==> src/jlst_defines.vh <==
// constants for the multiframe alignment and sync timing block
`ifndef JLST_DEFINES_VH
`define JLST_DEFINES_VH
// sysref latch to internal multiframe boundary, device clock periods
`define JLST_SYSREF_TO_BOUNDARY   40
// boundary to next transmitted multiframe, tenths of device clock periods
`define JLST_TX_DELAY_D32_P54_X10 515
`define JLST_TX_DELAY_D16_DDR_P54_X10 439
`define JLST_TX_DELAY_DEFAULT_X10 527
// whole cycles, the tenths values above rounded down; the half cycle is flagged separately
`define JLST_TX_DELAY_D32_P54     7'd51
`define JLST_TX_DELAY_D16_DDR_P54 7'd43
`define JLST_TX_DELAY_DEFAULT     7'd52
// sync request: least assertion in frame clock cycles
`define JLST_SYNC_MIN_FRAMES      4
// lane alignment sequence length in multiframes
`define JLST_ILA_MULTIFRAMES      4
// decimation mode codes
`define JLST_DECIM_16             6'h10
`define JLST_DECIM_32             6'h20
`endif

==> src/jlst_fifo.v <==
// small flip-flop fifo with valid/ready on both sides
`timescale 1ns/1ps
module jlst_fifo #(
   parameter WIDTH = 16,
   parameter DEPTH = 8,
   parameter AW    = 3
) (
   // clock and reset
   input  wire             core_clk,
   input  wire             rst_b,
   // fill side
   input  wire             inValid,
   output wire             inReady,
   input  wire [WIDTH-1:0] inData,
   // drain side
   output wire             outValid,
   input  wire             outReady,
   output reg  [WIDTH-1:0] outData
);
   reg [WIDTH-1:0] mem [0:DEPTH-1];
   reg [AW-1:0]    wrPtr;
   reg [AW-1:0]    rdPtr;
   reg [AW:0]      count;
   wire            doWr = inValid && inReady;
   wire            doRd = outValid && outReady;
   assign inReady  = (count != DEPTH[AW:0]);
   assign outValid = (count != {(AW+1){1'b0}});
   always @* begin
      outData = mem[rdPtr];
   end
   always @(posedge core_clk) begin
      if (!rst_b) begin
         wrPtr <= {AW{1'b0}};
         rdPtr <= {AW{1'b0}};
         count <= {(AW+1){1'b0}};
      end else begin
         if (doWr) begin
            mem[wrPtr] <= inData;
            wrPtr      <= (wrPtr == DEPTH[AW-1:0] - 1'b1) ? {AW{1'b0}} : wrPtr + 1'b1;
         end
         if (doRd)
            rdPtr <= (rdPtr == DEPTH[AW-1:0] - 1'b1) ? {AW{1'b0}} : rdPtr + 1'b1;
         if (doWr && !doRd)
            count <= count + 1'b1;
         else if (doRd && !doWr)
            count <= count - 1'b1;
      end
   end
endmodule // jlst_fifo

==> src/jlst_align.v <==
// multiframe boundary, transmit framing and sync request handling
`timescale 1ns/1ps
`include "jlst_defines.vh"
// ==========================================
module jlst_align #(
   parameter MF_LEN    = 10'd320,
   parameter FRAME_LEN = 10'd4,
   parameter DW        = 16,
   parameter DEPTH     = 8
) (
   // clock and reset
   input  wire          core_clk,
   input  wire          rst_b,
   // mode straps
   input  wire [5:0]    decimation,
   input  wire          doubleRate,
   input  wire          alternate_packing_option,
   // link pins
   input  wire          sysref,
   input  wire          syncReq_b,
   // sample input
   input  wire          smpValid,
   output wire          smpReady,
   input  wire [DW-1:0] smpData,
   // link output
   output reg           boundary,
   output reg           mfStart,
   output reg           halfCycle,
   output reg           ilaActive,
   output reg           txValid,
   output reg  [DW-1:0] txData,
   output reg  [1:0]    linkState
);
   localparam ST_SYNC = 4'b0001;
   localparam ST_WAIT = 4'b0010;
   localparam ST_ILA  = 4'b0100;
   localparam ST_DATA = 4'b1000;
   // ==========================================
   // input synchronisers
   reg  sysMeta, sysSync, sysLast;
   reg  synMeta, synSync;
   always @(posedge core_clk) begin
      if (!rst_b) begin
         sysMeta <= 1'b0;
         sysSync <= 1'b0;
         sysLast <= 1'b0;
         synMeta <= 1'b1;
         synSync <= 1'b1;
      end else begin
         sysMeta <= sysref;
         sysSync <= sysMeta;
         sysLast <= sysSync;
         synMeta <= syncReq_b;
         synSync <= synMeta;
      end
   end
   // sysref pulse shape is the source's duty; rising edges only are used here
   wire sysRise = sysSync && !sysLast;
   // ==========================================
   // boundary placement
   reg  [5:0] sysDly;
   reg        sysArmed;
   reg  [9:0] mfCount;
   reg  [9:0] frmCount;
   wire       phaseLoad = sysArmed && (sysDly == 6'h01);
   always @(posedge core_clk) begin
      if (!rst_b) begin
         sysDly   <= 6'h00;
         sysArmed <= 1'b0;
         mfCount  <= 10'h000;
         frmCount <= 10'h000;
         boundary <= 1'b0;
      end else begin
         boundary <= 1'b0;
         if (sysRise) begin
            // synchroniser stages count toward the 40-clock delay
            sysArmed <= 1'b1;
            sysDly   <= 6'd`JLST_SYSREF_TO_BOUNDARY - 6'h02;
         end else if (sysArmed && sysDly != 6'h00)
            sysDly <= sysDly - 1'b1;
         if (phaseLoad) begin
            // a fresh sysref edge in the load cycle keeps the delay armed
            sysArmed <= sysRise;
            mfCount  <= 10'h000;
            frmCount <= 10'h000;
            boundary <= 1'b1;
         end else begin
            mfCount  <= (mfCount == MF_LEN - 1'b1) ? 10'h000 : mfCount + 1'b1;
            frmCount <= (frmCount == FRAME_LEN - 1'b1) ? 10'h000 : frmCount + 1'b1;
            if (mfCount == MF_LEN - 1'b1)
               boundary <= 1'b1;
         end
      end
   end
   wire frameTick = (frmCount == FRAME_LEN - 1'b1);
   // ==========================================
   // transmit multiframe offset
   reg [6:0] txDelay;
   reg       txHalf;
   always @* begin
      txHalf = 1'b0;
      if (decimation == `JLST_DECIM_32 && !doubleRate && alternate_packing_option) begin
         txDelay = `JLST_TX_DELAY_D32_P54;
         txHalf  = 1'b1;
      end else if (decimation == `JLST_DECIM_16 && doubleRate && alternate_packing_option)
         txDelay = `JLST_TX_DELAY_D16_DDR_P54;
      else
         txDelay = `JLST_TX_DELAY_DEFAULT;
   end
   reg [6:0] txCnt;
   reg       txRun;
   reg       txHalfHeld;
   always @(posedge core_clk) begin
      if (!rst_b) begin
         txCnt      <= 7'h00;
         txRun      <= 1'b0;
         txHalfHeld <= 1'b0;
         mfStart    <= 1'b0;
         halfCycle  <= 1'b0;
      end else begin
         mfStart <= 1'b0;
         if (boundary) begin
            txRun      <= 1'b1;
            // boundary is already one edge old here, so two come off the count
            txCnt      <= txDelay - 7'h02;
            // the mode is taken at the boundary, a strap change in flight waits
            txHalfHeld <= txHalf;
         end else if (txRun) begin
            if (txCnt == 7'h00) begin
               // functional delay exact; serialiser lag is outside this block
               mfStart   <= 1'b1;
               halfCycle <= txHalfHeld;
               txRun     <= 1'b0;
            end else
               txCnt <= txCnt - 1'b1;
         end
      end
   end
   // ==========================================
   // sync request filter and link sequence
   reg [3:0] syncFrames;
   reg       syncLong;
   reg [3:0] state;
   reg [2:0] ilaCount;
   // a late sync edge is just taken at the next boundary
   always @(posedge core_clk) begin
      if (!rst_b) begin
         syncFrames <= 4'h0;
         syncLong   <= 1'b0;
         state      <= ST_SYNC;
         ilaCount   <= 3'h0;
      end else begin
         if (synSync) begin
            syncFrames <= 4'h0;
            syncLong   <= 1'b0;
         end else if (frameTick && syncFrames != 4'hf)
            syncFrames <= syncFrames + 1'b1;
         // the tick that completes the count is taken at once, so a low of exactly
         // four frames counts whatever its phase against the frame ticks
         if (!synSync && (syncFrames >= `JLST_SYNC_MIN_FRAMES ||
                          (frameTick && syncFrames == `JLST_SYNC_MIN_FRAMES - 1)))
            syncLong <= 1'b1;
         case (state)
            ST_SYNC: begin
               if (synSync && syncLong)
                  state <= ST_WAIT;
            end
            ST_WAIT: begin
               if (boundary) begin
                  state    <= ST_ILA;
                  ilaCount <= 3'h0;
               end
            end
            ST_ILA: begin
               if (boundary) begin
                  if (ilaCount == `JLST_ILA_MULTIFRAMES - 1)
                     state <= ST_DATA;
                  else
                     ilaCount <= ilaCount + 1'b1;
               end
            end
            ST_DATA: begin
               // short pulses leave the link running
               if (synSync && syncLong)
                  state <= ST_WAIT;
            end
            default: state <= ST_SYNC;
         endcase
      end
   end
   // ==========================================
   // sample buffer and output
   wire          fifoValid;
   wire [DW-1:0] fifoData;
   wire          drain = (state == ST_DATA);
   jlst_fifo #(.WIDTH(DW), .DEPTH(DEPTH), .AW(3)) uFifo (
      .core_clk (core_clk),
      .rst_b    (rst_b),
      .inValid  (smpValid),
      .inReady  (smpReady),
      .inData   (smpData),
      .outValid (fifoValid),
      .outReady (drain),
      .outData  (fifoData)
   );
   always @(posedge core_clk) begin
      if (!rst_b) begin
         txValid   <= 1'b0;
         txData    <= {DW{1'b0}};
         ilaActive <= 1'b0;
         linkState <= 2'h0;
      end else begin
         txValid   <= drain && fifoValid;
         txData    <= (drain && fifoValid) ? fifoData : {DW{1'b0}};
         ilaActive <= (state == ST_ILA);
         linkState <= {state[3] | state[2], state[3] | state[1]};
      end
   end
endmodule // jlst_align

==> config.mk <==
export PLATFORM = sky130hd
export DESIGN_NAME = jlst_align
export DESIGN_NICKNAME = d
export VERILOG_FILES = /design/src/jlst_fifo.v /design/src/jlst_align.v
export VERILOG_INCLUDE_DIRS = /design/src /design/src/src
export SDC_FILE = /design/constraint.sdc
export NUM_CORES = 1
export LEC_CHECK = 0
export BUFFER_PORTS_ARGS = -buffer_cell sky130_fd_sc_hd__buf_2
export CAP_MARGIN = 20
export CORE_ASPECT_RATIO = 1.2
export CORE_MARGIN = 2
export CORE_UTILIZATION = 50
export CTS_CLUSTER_SIZE = 25
export DETAILED_ROUTE_END_ITERATION = 10
export GPL_TIMING_DRIVEN = 0
export HOLD_SLACK_MARGIN = 0.12
export PLACE_DENSITY = 0.68
export SLEW_MARGIN = 10
export SYNTH_ARGS = -nofsm -noshare
export SYNTH_HDL_FRONTEND = slang
export SYNTH_SLANG_ARGS = --single-unit
==> constraint.sdc <==
create_clock -name core_clk -period 3.6 [get_ports core_clk]
set_input_delay 0.72 -clock core_clk [delete_from_list [all_inputs] [get_ports core_clk]]
set_output_delay 0.72 -clock core_clk [all_outputs]
set_load 0.005 [all_outputs]
* Yosys cells after proc, flatten, opt, wreduce, memory -nomap -nowiden *
Memories as Yosys holds them, arrays and structs flattened. A register that Yosys moved wholly into a read port is not among the register bits.
Index checks and enable logic that the tools add are counted.

word-level totals
  ROM bits = 0
  bits of input ports = 29
  memories = 1
  bits in latches = 0
  bits in registers = 70
  bits in writable memories = 128

operators by class
  add/subtract/negate cells = 11
  multipliers = 0
  bitwise logic cells = 5
  divide/modulo/power cells = 0
  shift-type cells = 0
  eq/ne operators = 21
  order comparisons = 1
  mux-type cells = 34
  reductions and logical operators = 42

memory list
  memory     depth  width  read ports  clocked after Yosys merged registers in  write ports  line            RTL
  uFifo.mem  8      16     1           1                                        1            jlst_fifo.v:20  reg [WIDTH-1:0] mem [0:DEPTH-1];

operator list
  operator                 number
  $mux W4                  6
  $mux W7                  3
  $add A10 B1 Y10 const B  2
  $logic_and A1 B1 Y1      15
  $mux W3                  5
  $mux W1                  14
  $mux W6                  2
  $pmux W4 S3              1
  $reduce_bool A2 Y1       6
  $eq A10 B2 Y1 const B    1
  $eq A10 B9 Y1 const B    1
  $mux W5                  2
  $ne A2 B2 Y1 const B     5
  $add A3 B1 Y3 const B    3
  $reduce_or A3 Y1         3
  $add A4 B1 Y4 const B    2
  $eq A4 B2 Y1 const B     2
  $ne A4 B4 Y1 const B     2
  $reduce_and A4 Y1        2
  $logic_not A7 Y1         1
  $sub A7 B1 Y7 const B    1
  $sub A7 B2 Y7 const B    1
  $eq A3 B3 Y1 const B     2
  $eq A6 B1 Y1 const B     1
  20 further kinds         31

* Logic depth before layout (Yosys ltp) *
Gate-level depths: netlist of run 1.

  depth after elaboration = 7
  gate-level depth with buffers = 12
  mapped depth without buffers = 10

* Hierarchy *
A second synthesis of run 1 with hierarchy kept.

unflattened totals
  cells, all modules = 588
  area, all modules = 8,704.6 sq um

by module, submodules not included
  module      area each (sq um)  times used  seq. area each (sq um)  cells each
  jlst_fifo   5,595.4            1           4,103.9                 261
  jlst_align  3,109.2            1           1,521.5                 327

* Worst setup path before layout of run 1 *
No wires, ideal clock.

  path type = input to register
  start point = input port smpValid
  end point = memory uFifo.mem[0][0] (enable)
  data required time = 3.191 ns
  stages = 3
  data arrival time = 2.322 ns
  slack = 0.868 ns
  library setup time = 0.409 ns
  buffers on the path = 0
  cell sequence = nand2_1 or3_1 nor3_1

on the way
  word-level cells in the longest chain between the ends = 4

ends and longest elaborated chain
  what                           line             RTL
  start: declaration             jlst_align.v:22  input wire smpValid,
  $logic_and A1 B1 Y1            jlst_fifo.v:24   wire doWr = inValid && inReady;
  $mux W1                        jlst_fifo.v:37   if (doWr) begin
  $mux W1                        jlst_fifo.v:32   if (!rst_b) begin
  $mux W1 (implied by the code)  jlst_fifo.v:38   mem[wrPtr] <= inData;
  end: declaration               jlst_fifo.v:20

Every way passes these cells.

* Final worst setup path of run 1 *
  start point = register uFifo.count[0]
  end point = register uFifo.count[3]

on the way
  word-level cells in the longest chain between the ends = 5

ends and longest elaborated chain
  what                          line            RTL
  start: declaration            jlst_fifo.v:23  reg [AW:0] count;
  start signal: assignment      jlst_fifo.v:35  count <= {(AW+1){1'b0}};
  start signal: assignment      jlst_fifo.v:44  count <= count + 1'b1;
  start signal: assignment      jlst_fifo.v:46  count <= count - 1'b1;
  $ne A4 B4 Y1 (*)              jlst_fifo.v:26  assign inReady = (count != DEPTH[AW:0]);
  $logic_and A1 B1 Y1 (*)       jlst_fifo.v:24
  via uFifo.doWr                jlst_fifo.v:24
  $logic_not A1 Y1              jlst_fifo.v:45  else if (doRd && !doWr)
  $logic_and A1 B1 Y1           jlst_fifo.v:45
  $reduce_bool A2 Y1 (no line)  n/a

The timed path passes the listed nets; every way through them passes the cells marked *. The select of a mux whose other input is x is not followed.
A chain may end at the register's enable or synchronous reset.

==> flow_summary.toml, run 1 <==
[power_and_ir_drop]
p_per_area_nw_per_um2 = 550
p_int_uw = 4400
power.share.switching_pct = 19.7
p_leak_uw = 0.00359
seqPwrFrac_pct = 49.2
ir_drop_mv = 0.428
clock_power_share_pct = 46.1
switchingPower_uw = 1080
p_comb_share_pct = 4.7

[floorplanning]
start_util_pct = 50.6
die-area_um2 = 18000
coreArea_um2 = 16700
fp.dieH_um = 147
num_rows = 52
die_w_um = 123
ios = 53

[cts]
cts_hold_buf = 0
cts_htree_levels = 1
clock-sinks = 214
numCtsBuffers = 22
cts_tree = "done"
ctsResizeCount = 0
clk_pin_slew_worst_paths_ns = 0.06
post_cts_buffers = 0
clock_path_buffers = 3
clk_latency_ns = 0.50
cts-root-buf = "clkbuf_16"

[sta]
finalHoldViolations = 0
min_period_ns = 2.67
setup_viol = 0
worst_pin_slew_ns = 0.748
fin_skew_ns = 0.0143
rsz0062_at_grt = "no"
worst_slack_ns = 0.934
timing.fmax_mhz = 375
min_period_over_period_pct = 74.1
report.final.slew_viol_count = 0
max_slew_margin_pct = 49.8

[synth]
synthMuxAreaShare_pct = 11.9
synth_compound_area_share_pct = 3.61
yosysSeqAreaShare_pct = 65.7
yosysWarnings = 0
synth_xor_area_share_pct = 2.48
synth_edf_count = 128
syn_area_per_cell_um2 = 14.5
synthSimpleGateAreaFrac_pct = 11.9
async_flop_share_pct = 0
netlist_area_um2 = 8470
synthCells = 582
synth_seq_cells = 214
synth_top_family_by_area = "multiplexers"
synth_fa_ha_area_share_pct = 2.45
synth_fp_nets = 627
synth_cell_types = 58
synth_flop_cell = "edfxtp_1"

[worst_hold_path]
whs_path_depth = 2
hp-start = "syncReq_b"
hold_path_class = "input port to flip-flop"
whs_endpoint = "synMeta"

[cells_and_area]
area_delta_synth_final_pct = 17.9
drive_gt1_share_pct = 24.0
ff_latch_area_um2 = 5570
diodes = 0
multi_input_area_um2 = 2770
instances_no_fill = 900
fin_nets = 713
fillCellCount = 1266
layout_commonest_cell = "edfxtp_1"
layout_common_cells = "edfxtp_1 (128), dfxtp_1 (86), nor2_1 (70)"

[detailed_routing]
vias = 4856
wl_met3_um = 719
drt_wl_total_um = 15800
route.detailed.drc = 0
met2WireLength_um = 8450
drt_iter0_markers = 384
top_layer = "met4"
wl_met1_um = 6370
avgRoutedWirePerCell_um = 17.5
antenna_left = 0
drtPass1Iterations = 4
viasPerCell = 5.40

[worst_setup_path]
path_cells = "or4b_4, nand2_1, inv_1, ha_1, inv_1, ha_1, a21oi_1, a211oi_1, a31oi_1, mux2i_1"
crit_path_start_kind = "flip-flop"
endpoint_kind = "flip-flop"
r2r-start = "uFifo.count[0]"
worstPathMaxFanout = 6
reg2reg_depth = 10
setup.worst_path.class = "flip-flop to flip-flop"
required_ns = 4.03
r2r_setup_slack_ns = 0.93
max_stage_delay_ns = 0.57
cp_slowest_cell = "or4b_4"
r2r-end = "uFifo.count[3]"
cp_data_arrival_time_ns = 3.10

[global_routing]
antenna_found_initial = 0
grt_pass1_vias = 5057
overflow = 0
grt_max_degree = 15
track_usage_pct = 18.4
grt_pass1_wl_um = 25900

[place]
place_ws_ns = 0.935
port_buffers = 52
globalplace.congestion = 0.772
place_hpwl_um = 10900
numPlacedInstances = 860

[run]
cap_violations = 0

[status]
status = "complete, no violations"
## through the flow
step	util, %	total power (uW)	setup TNS [ns]	instance area (um^2)	hold slack, ns
after floorplan	-	2910	0	8470	0.386
after global placement	53.8	2980	-14.10	9000	0.389
after detailed placement	54.8	3010	0	9160	0.395
after CTS	59.7	5550	0	9980	0.380
after global routing	59.7	5680	0	9980	0.393
final	59.7	5490	0	9980	0.395
## layer usage
layer  GRT usage, %  up-vias
met5              0        -
met4           4.54        0
met3           3.01       22
met2           33.0      107
met1           23.1     2381
li1               -     2346
## Yosys cell counts (3+ instances only)
master	count	area (um^2)
edfxtp_1	128	3840
dfxtp_1	86	1720
nor2_1	76	285
mux4_2	32	721
mux2i_1	29	290
nand2_1	23	86.3
a21oi_1	19	95.1
ha_1	15	188
nor3_1	14	70.1
inv_1	13	48.8
nand3_1	13	65.1
xor2_1	13	114
xnor2_1	11	96.3
nand2b_1	9	56.3
nand4_1	9	56.3
clkbuf_1	8	30.0
buf_2	6	30.0
and2_1	5	31.3
and3_1	5	31.3
nor2b_1	5	31.3
a211oi_1	4	30.0
buf_4	4	30.0
nor3b_1	4	30.0
a31oi_1	3	18.8
and4_1	3	26.3
or3_1	3	18.8
or4b_4	3	41.3
## state kept, by name, summed over array words and instances (netlist names), 2 cells and up
name / flops
uFifo.count: 4
txCnt: 7
ilaCount: 3
state: 4
frmCount: 10
syncFrames: 4
mfCount: 10
linkState: 2
txData: 16
sysDly: 6
uFifo.rdPtr: 3
uFifo.wrPtr: 3
uFifo.mem: 128
## logic make-up after synthesis
group	after synthesis
AO/OA/AOI/OAI	45
XOR/XNOR	24
adder cells (fa/ha/maj)	16
buffers and inverters	34
flip-flops	214
multiplexers	61
AND/OR/NAND/NOR	188
## worst max path at each step
stage | start | to | cells after the start
finish | uFifo.count[0] | uFifo.count[3] | 10
detailed placement | rst_b | uFifo.mem[0][8] | 5
global route | uFifo.count[0] | uFifo.count[3] | 10
global placement | rst_b | uFifo.mem[0][8] | 4
floorplan | smpValid | uFifo.mem[0][0] | 3
CTS | uFifo.count[0] | uFifo.count[3] | 10
## final cells by class
class,instances,area share (%)
clock buffer,27,6.12
multi-input combinational,334,27.7
buffer,21,1.09
tap,216,2.71
sequential,214,55.7
clock inverter,13,2.17
timing repair buffer,62,3.96
inverter,13,0.489
## power by group through the flow
stage	clock network, uW	registers, uW	logic [uW]
2_1_floorplan	0	2740	167
3_3_place_gp	0	2750	233
3_5_place_dp	0	2750	260
4_1_cts	2590	2700	262
5_1_grt	2680	2710	291
6_report	2530	2700	258
## critical path: cells and delay by family (launching register included)
kind	cells	cell delay, ns
and+or+nand+nor	2	0.76
AOI/OAI and AO/OA	3	0.54
adders and majority gates	2	0.49
DFF	1	0.37
buffers and inverters	2	0.25
muxes	1	0.20
Note: power is estimated with default switching activity, not from simulation.
==> inputs of run 2 (changes only) <==
PLACE_DENSITY = 0.7   (was 0.68)
clock period = 2.36 ns   (was 3.6 ns; I/O delays follow)
==> flow_summary.toml, run 2 (synthesis results as in run 1) <==
[detailed_routing]
vias = 4916
drt_iter0_markers = 365
avgRoutedWirePerCell_um = 18.1
drtPass1Iterations = 5
viasPerCell = 5.47
drt_wl_total_um = 16200
antenna_left = 0
route.detailed.drc = 0

[cells_and_area]
area_delta_synth_final_pct = 16.9
biggestRegsByFlops = "uFifo.mem: 128 flops, txData: 16 flops"
fin_nets = 714
diodes = 0
layout_commonest_cell = "edfxtp_1"
drive_gt1_share_pct = 25.2
layout_common_cells = "edfxtp_1 (128), dfxtp_1 (83), nor2_1 (70)"
post-route-cell-area_um2 = 9900
top_register = "uFifo.mem"
largest_reg_flops = 128

[sta]
min_period_over_period_pct = 96.2
fin_skew_ns = 0.00944
finalHoldViolations = 0
min_period_ns = 2.27
timing.fmax_mhz = 440
setup_viol = 0
rsz0062_at_grt = "no"
worst_slack_ns = 0.0886
tns_ns = 0
worst_pin_slew_ns = 0.848
max_slew_margin_pct = 43.5
report.final.slew_viol_count = 0

[place]
globalplace.congestion = 0.765
place_ws_ns = -0.203
place_area_um2 = 9160
port_buffers = 52
place_hpwl_um = 10600

[global_routing]
grt_pass1_wl_um = 26000
grt_pass1_vias = 5096
overflow = 0
grt_max_degree = 16
antenna_found_initial = 0
track_usage_pct = 18.6

[floorplanning]
die-area_um2 = 18000
fp.dieH_um = 147
coreArea_um2 = 16700
num_rows = 52
ios = 53
start_util_pct = 50.6
die_w_um = 123

[cts]
clock-sinks = 214
numCtsBuffers = 21
cts_htree_levels = 1
cts_hold_buf = 0
cts_tree = "done"
cts-root-buf = "clkbuf_16"
clk_latency_ns = 0.49
clock_path_buffers = 3
clk_pin_slew_worst_paths_ns = 0.06

[worst_setup_path]
worstPathMaxFanout = 5
setup.worst_path.class = "flip-flop to flip-flop"
reg2reg_depth = 10
required_ns = 2.79
crit_path_start_kind = "flip-flop"
cp_data_arrival_time_ns = 2.70
endpoint_kind = "flip-flop"

[power_and_ir_drop]
p_leak_uw = 0.00350
p_per_area_nw_per_um2 = 787
power_uw = 7790
ir_drop_mv = 0.500

[worst_hold_path]
hold_path_class = "input port to flip-flop"
whs_path_depth = 2

[status]
status = "complete, no violations"

[run]
cap_violations = 0
run 2: changes by cell type in the layout (fill, tap and decap cells not counted), moves of 3 or more:
| cell | previous run | this run |
|---|---|---|
| bufinv_16 | 6 | 2 |
| dfxtp_1 | 86 | 83 |
| clkinvlp_4 | 0 | 3 |
| buf_4 | 4 | 8 |
run 2: worst max-delay path, stage by stage (launching register included):
cell      delay [ns]
dfxtp_4         0.37
or4b_4          0.57
nand2_4         0.11
inv_2           0.06
ha_2            0.18
inv_2           0.08
ha_4            0.21
a21oi_2         0.16
a211oi_1        0.09
a31oi_1         0.19
mux2i_1         0.19
run 2: stage by stage:
stage / instances / utilization [%] / hold slack (ns)
5_1_grt: 899 / 59.2 / 0.158
3_5_place_dp: 858 / 54.8 / 0.401
2_1_floorplan: 582 / - / 0.386
4_1_cts: 896 / 58.9 / 0.144
3_3_place_gp: 850 / 53.9 / 0.398
6_report: 899 / 59.2 / 0.154
run 2: layout make-up:
| cell class | instances | area, um^2 |
|---|---|---|
| multi-input combinational | 334 | 2820 |
| clock buffer | 24 | 537 |
| buffer | 20 | 115 |
| tap | 216 | 270 |
| timing repair buffer | 65 | 418 |
| fill | 1253 | 6830 |
| clock inverter | 13 | 120 |
| inverter | 13 | 48.8 |
| sequential | 214 | 5570 |
run 2: repair_timing:
| action | in CTS | in global routing |
|---|---|---|
| setup buffers | 1 | 4 |
| hold endpoints to repair | 0 | 0 |
| endpoints found under the setup margin | 1 | 3 |
| pin swaps | 0 | 2 |
| gates resized for setup | 9 | 5 |
run 2: power by group:
part	internal, uW	switching, uW
clock network	1850	1360
registers	4060	73.6
logic	203	240
run 2: path summary, 6_finish.rpt:
path	endpoint	start	slack, ns
min reg2reg	synSync	synMeta	0.42
max	uFifo.count[3]	uFifo.count[1]	0.09
min	synMeta	syncReq_b	0.15
max reg2reg	uFifo.count[3]	uFifo.count[1]	0.09
run 2: layer usage:
metal / vias to the layer above / part of all wire (%) / GRT usage, %
li1: 2352 / - / -
met2: 127 / 51 / 32.7
met3: 27 / 4.5 / 3.16
met1: 2410 / 42 / 23.5
met4: 0 / 2.1 / 5.11
met5: - / 0 / 0
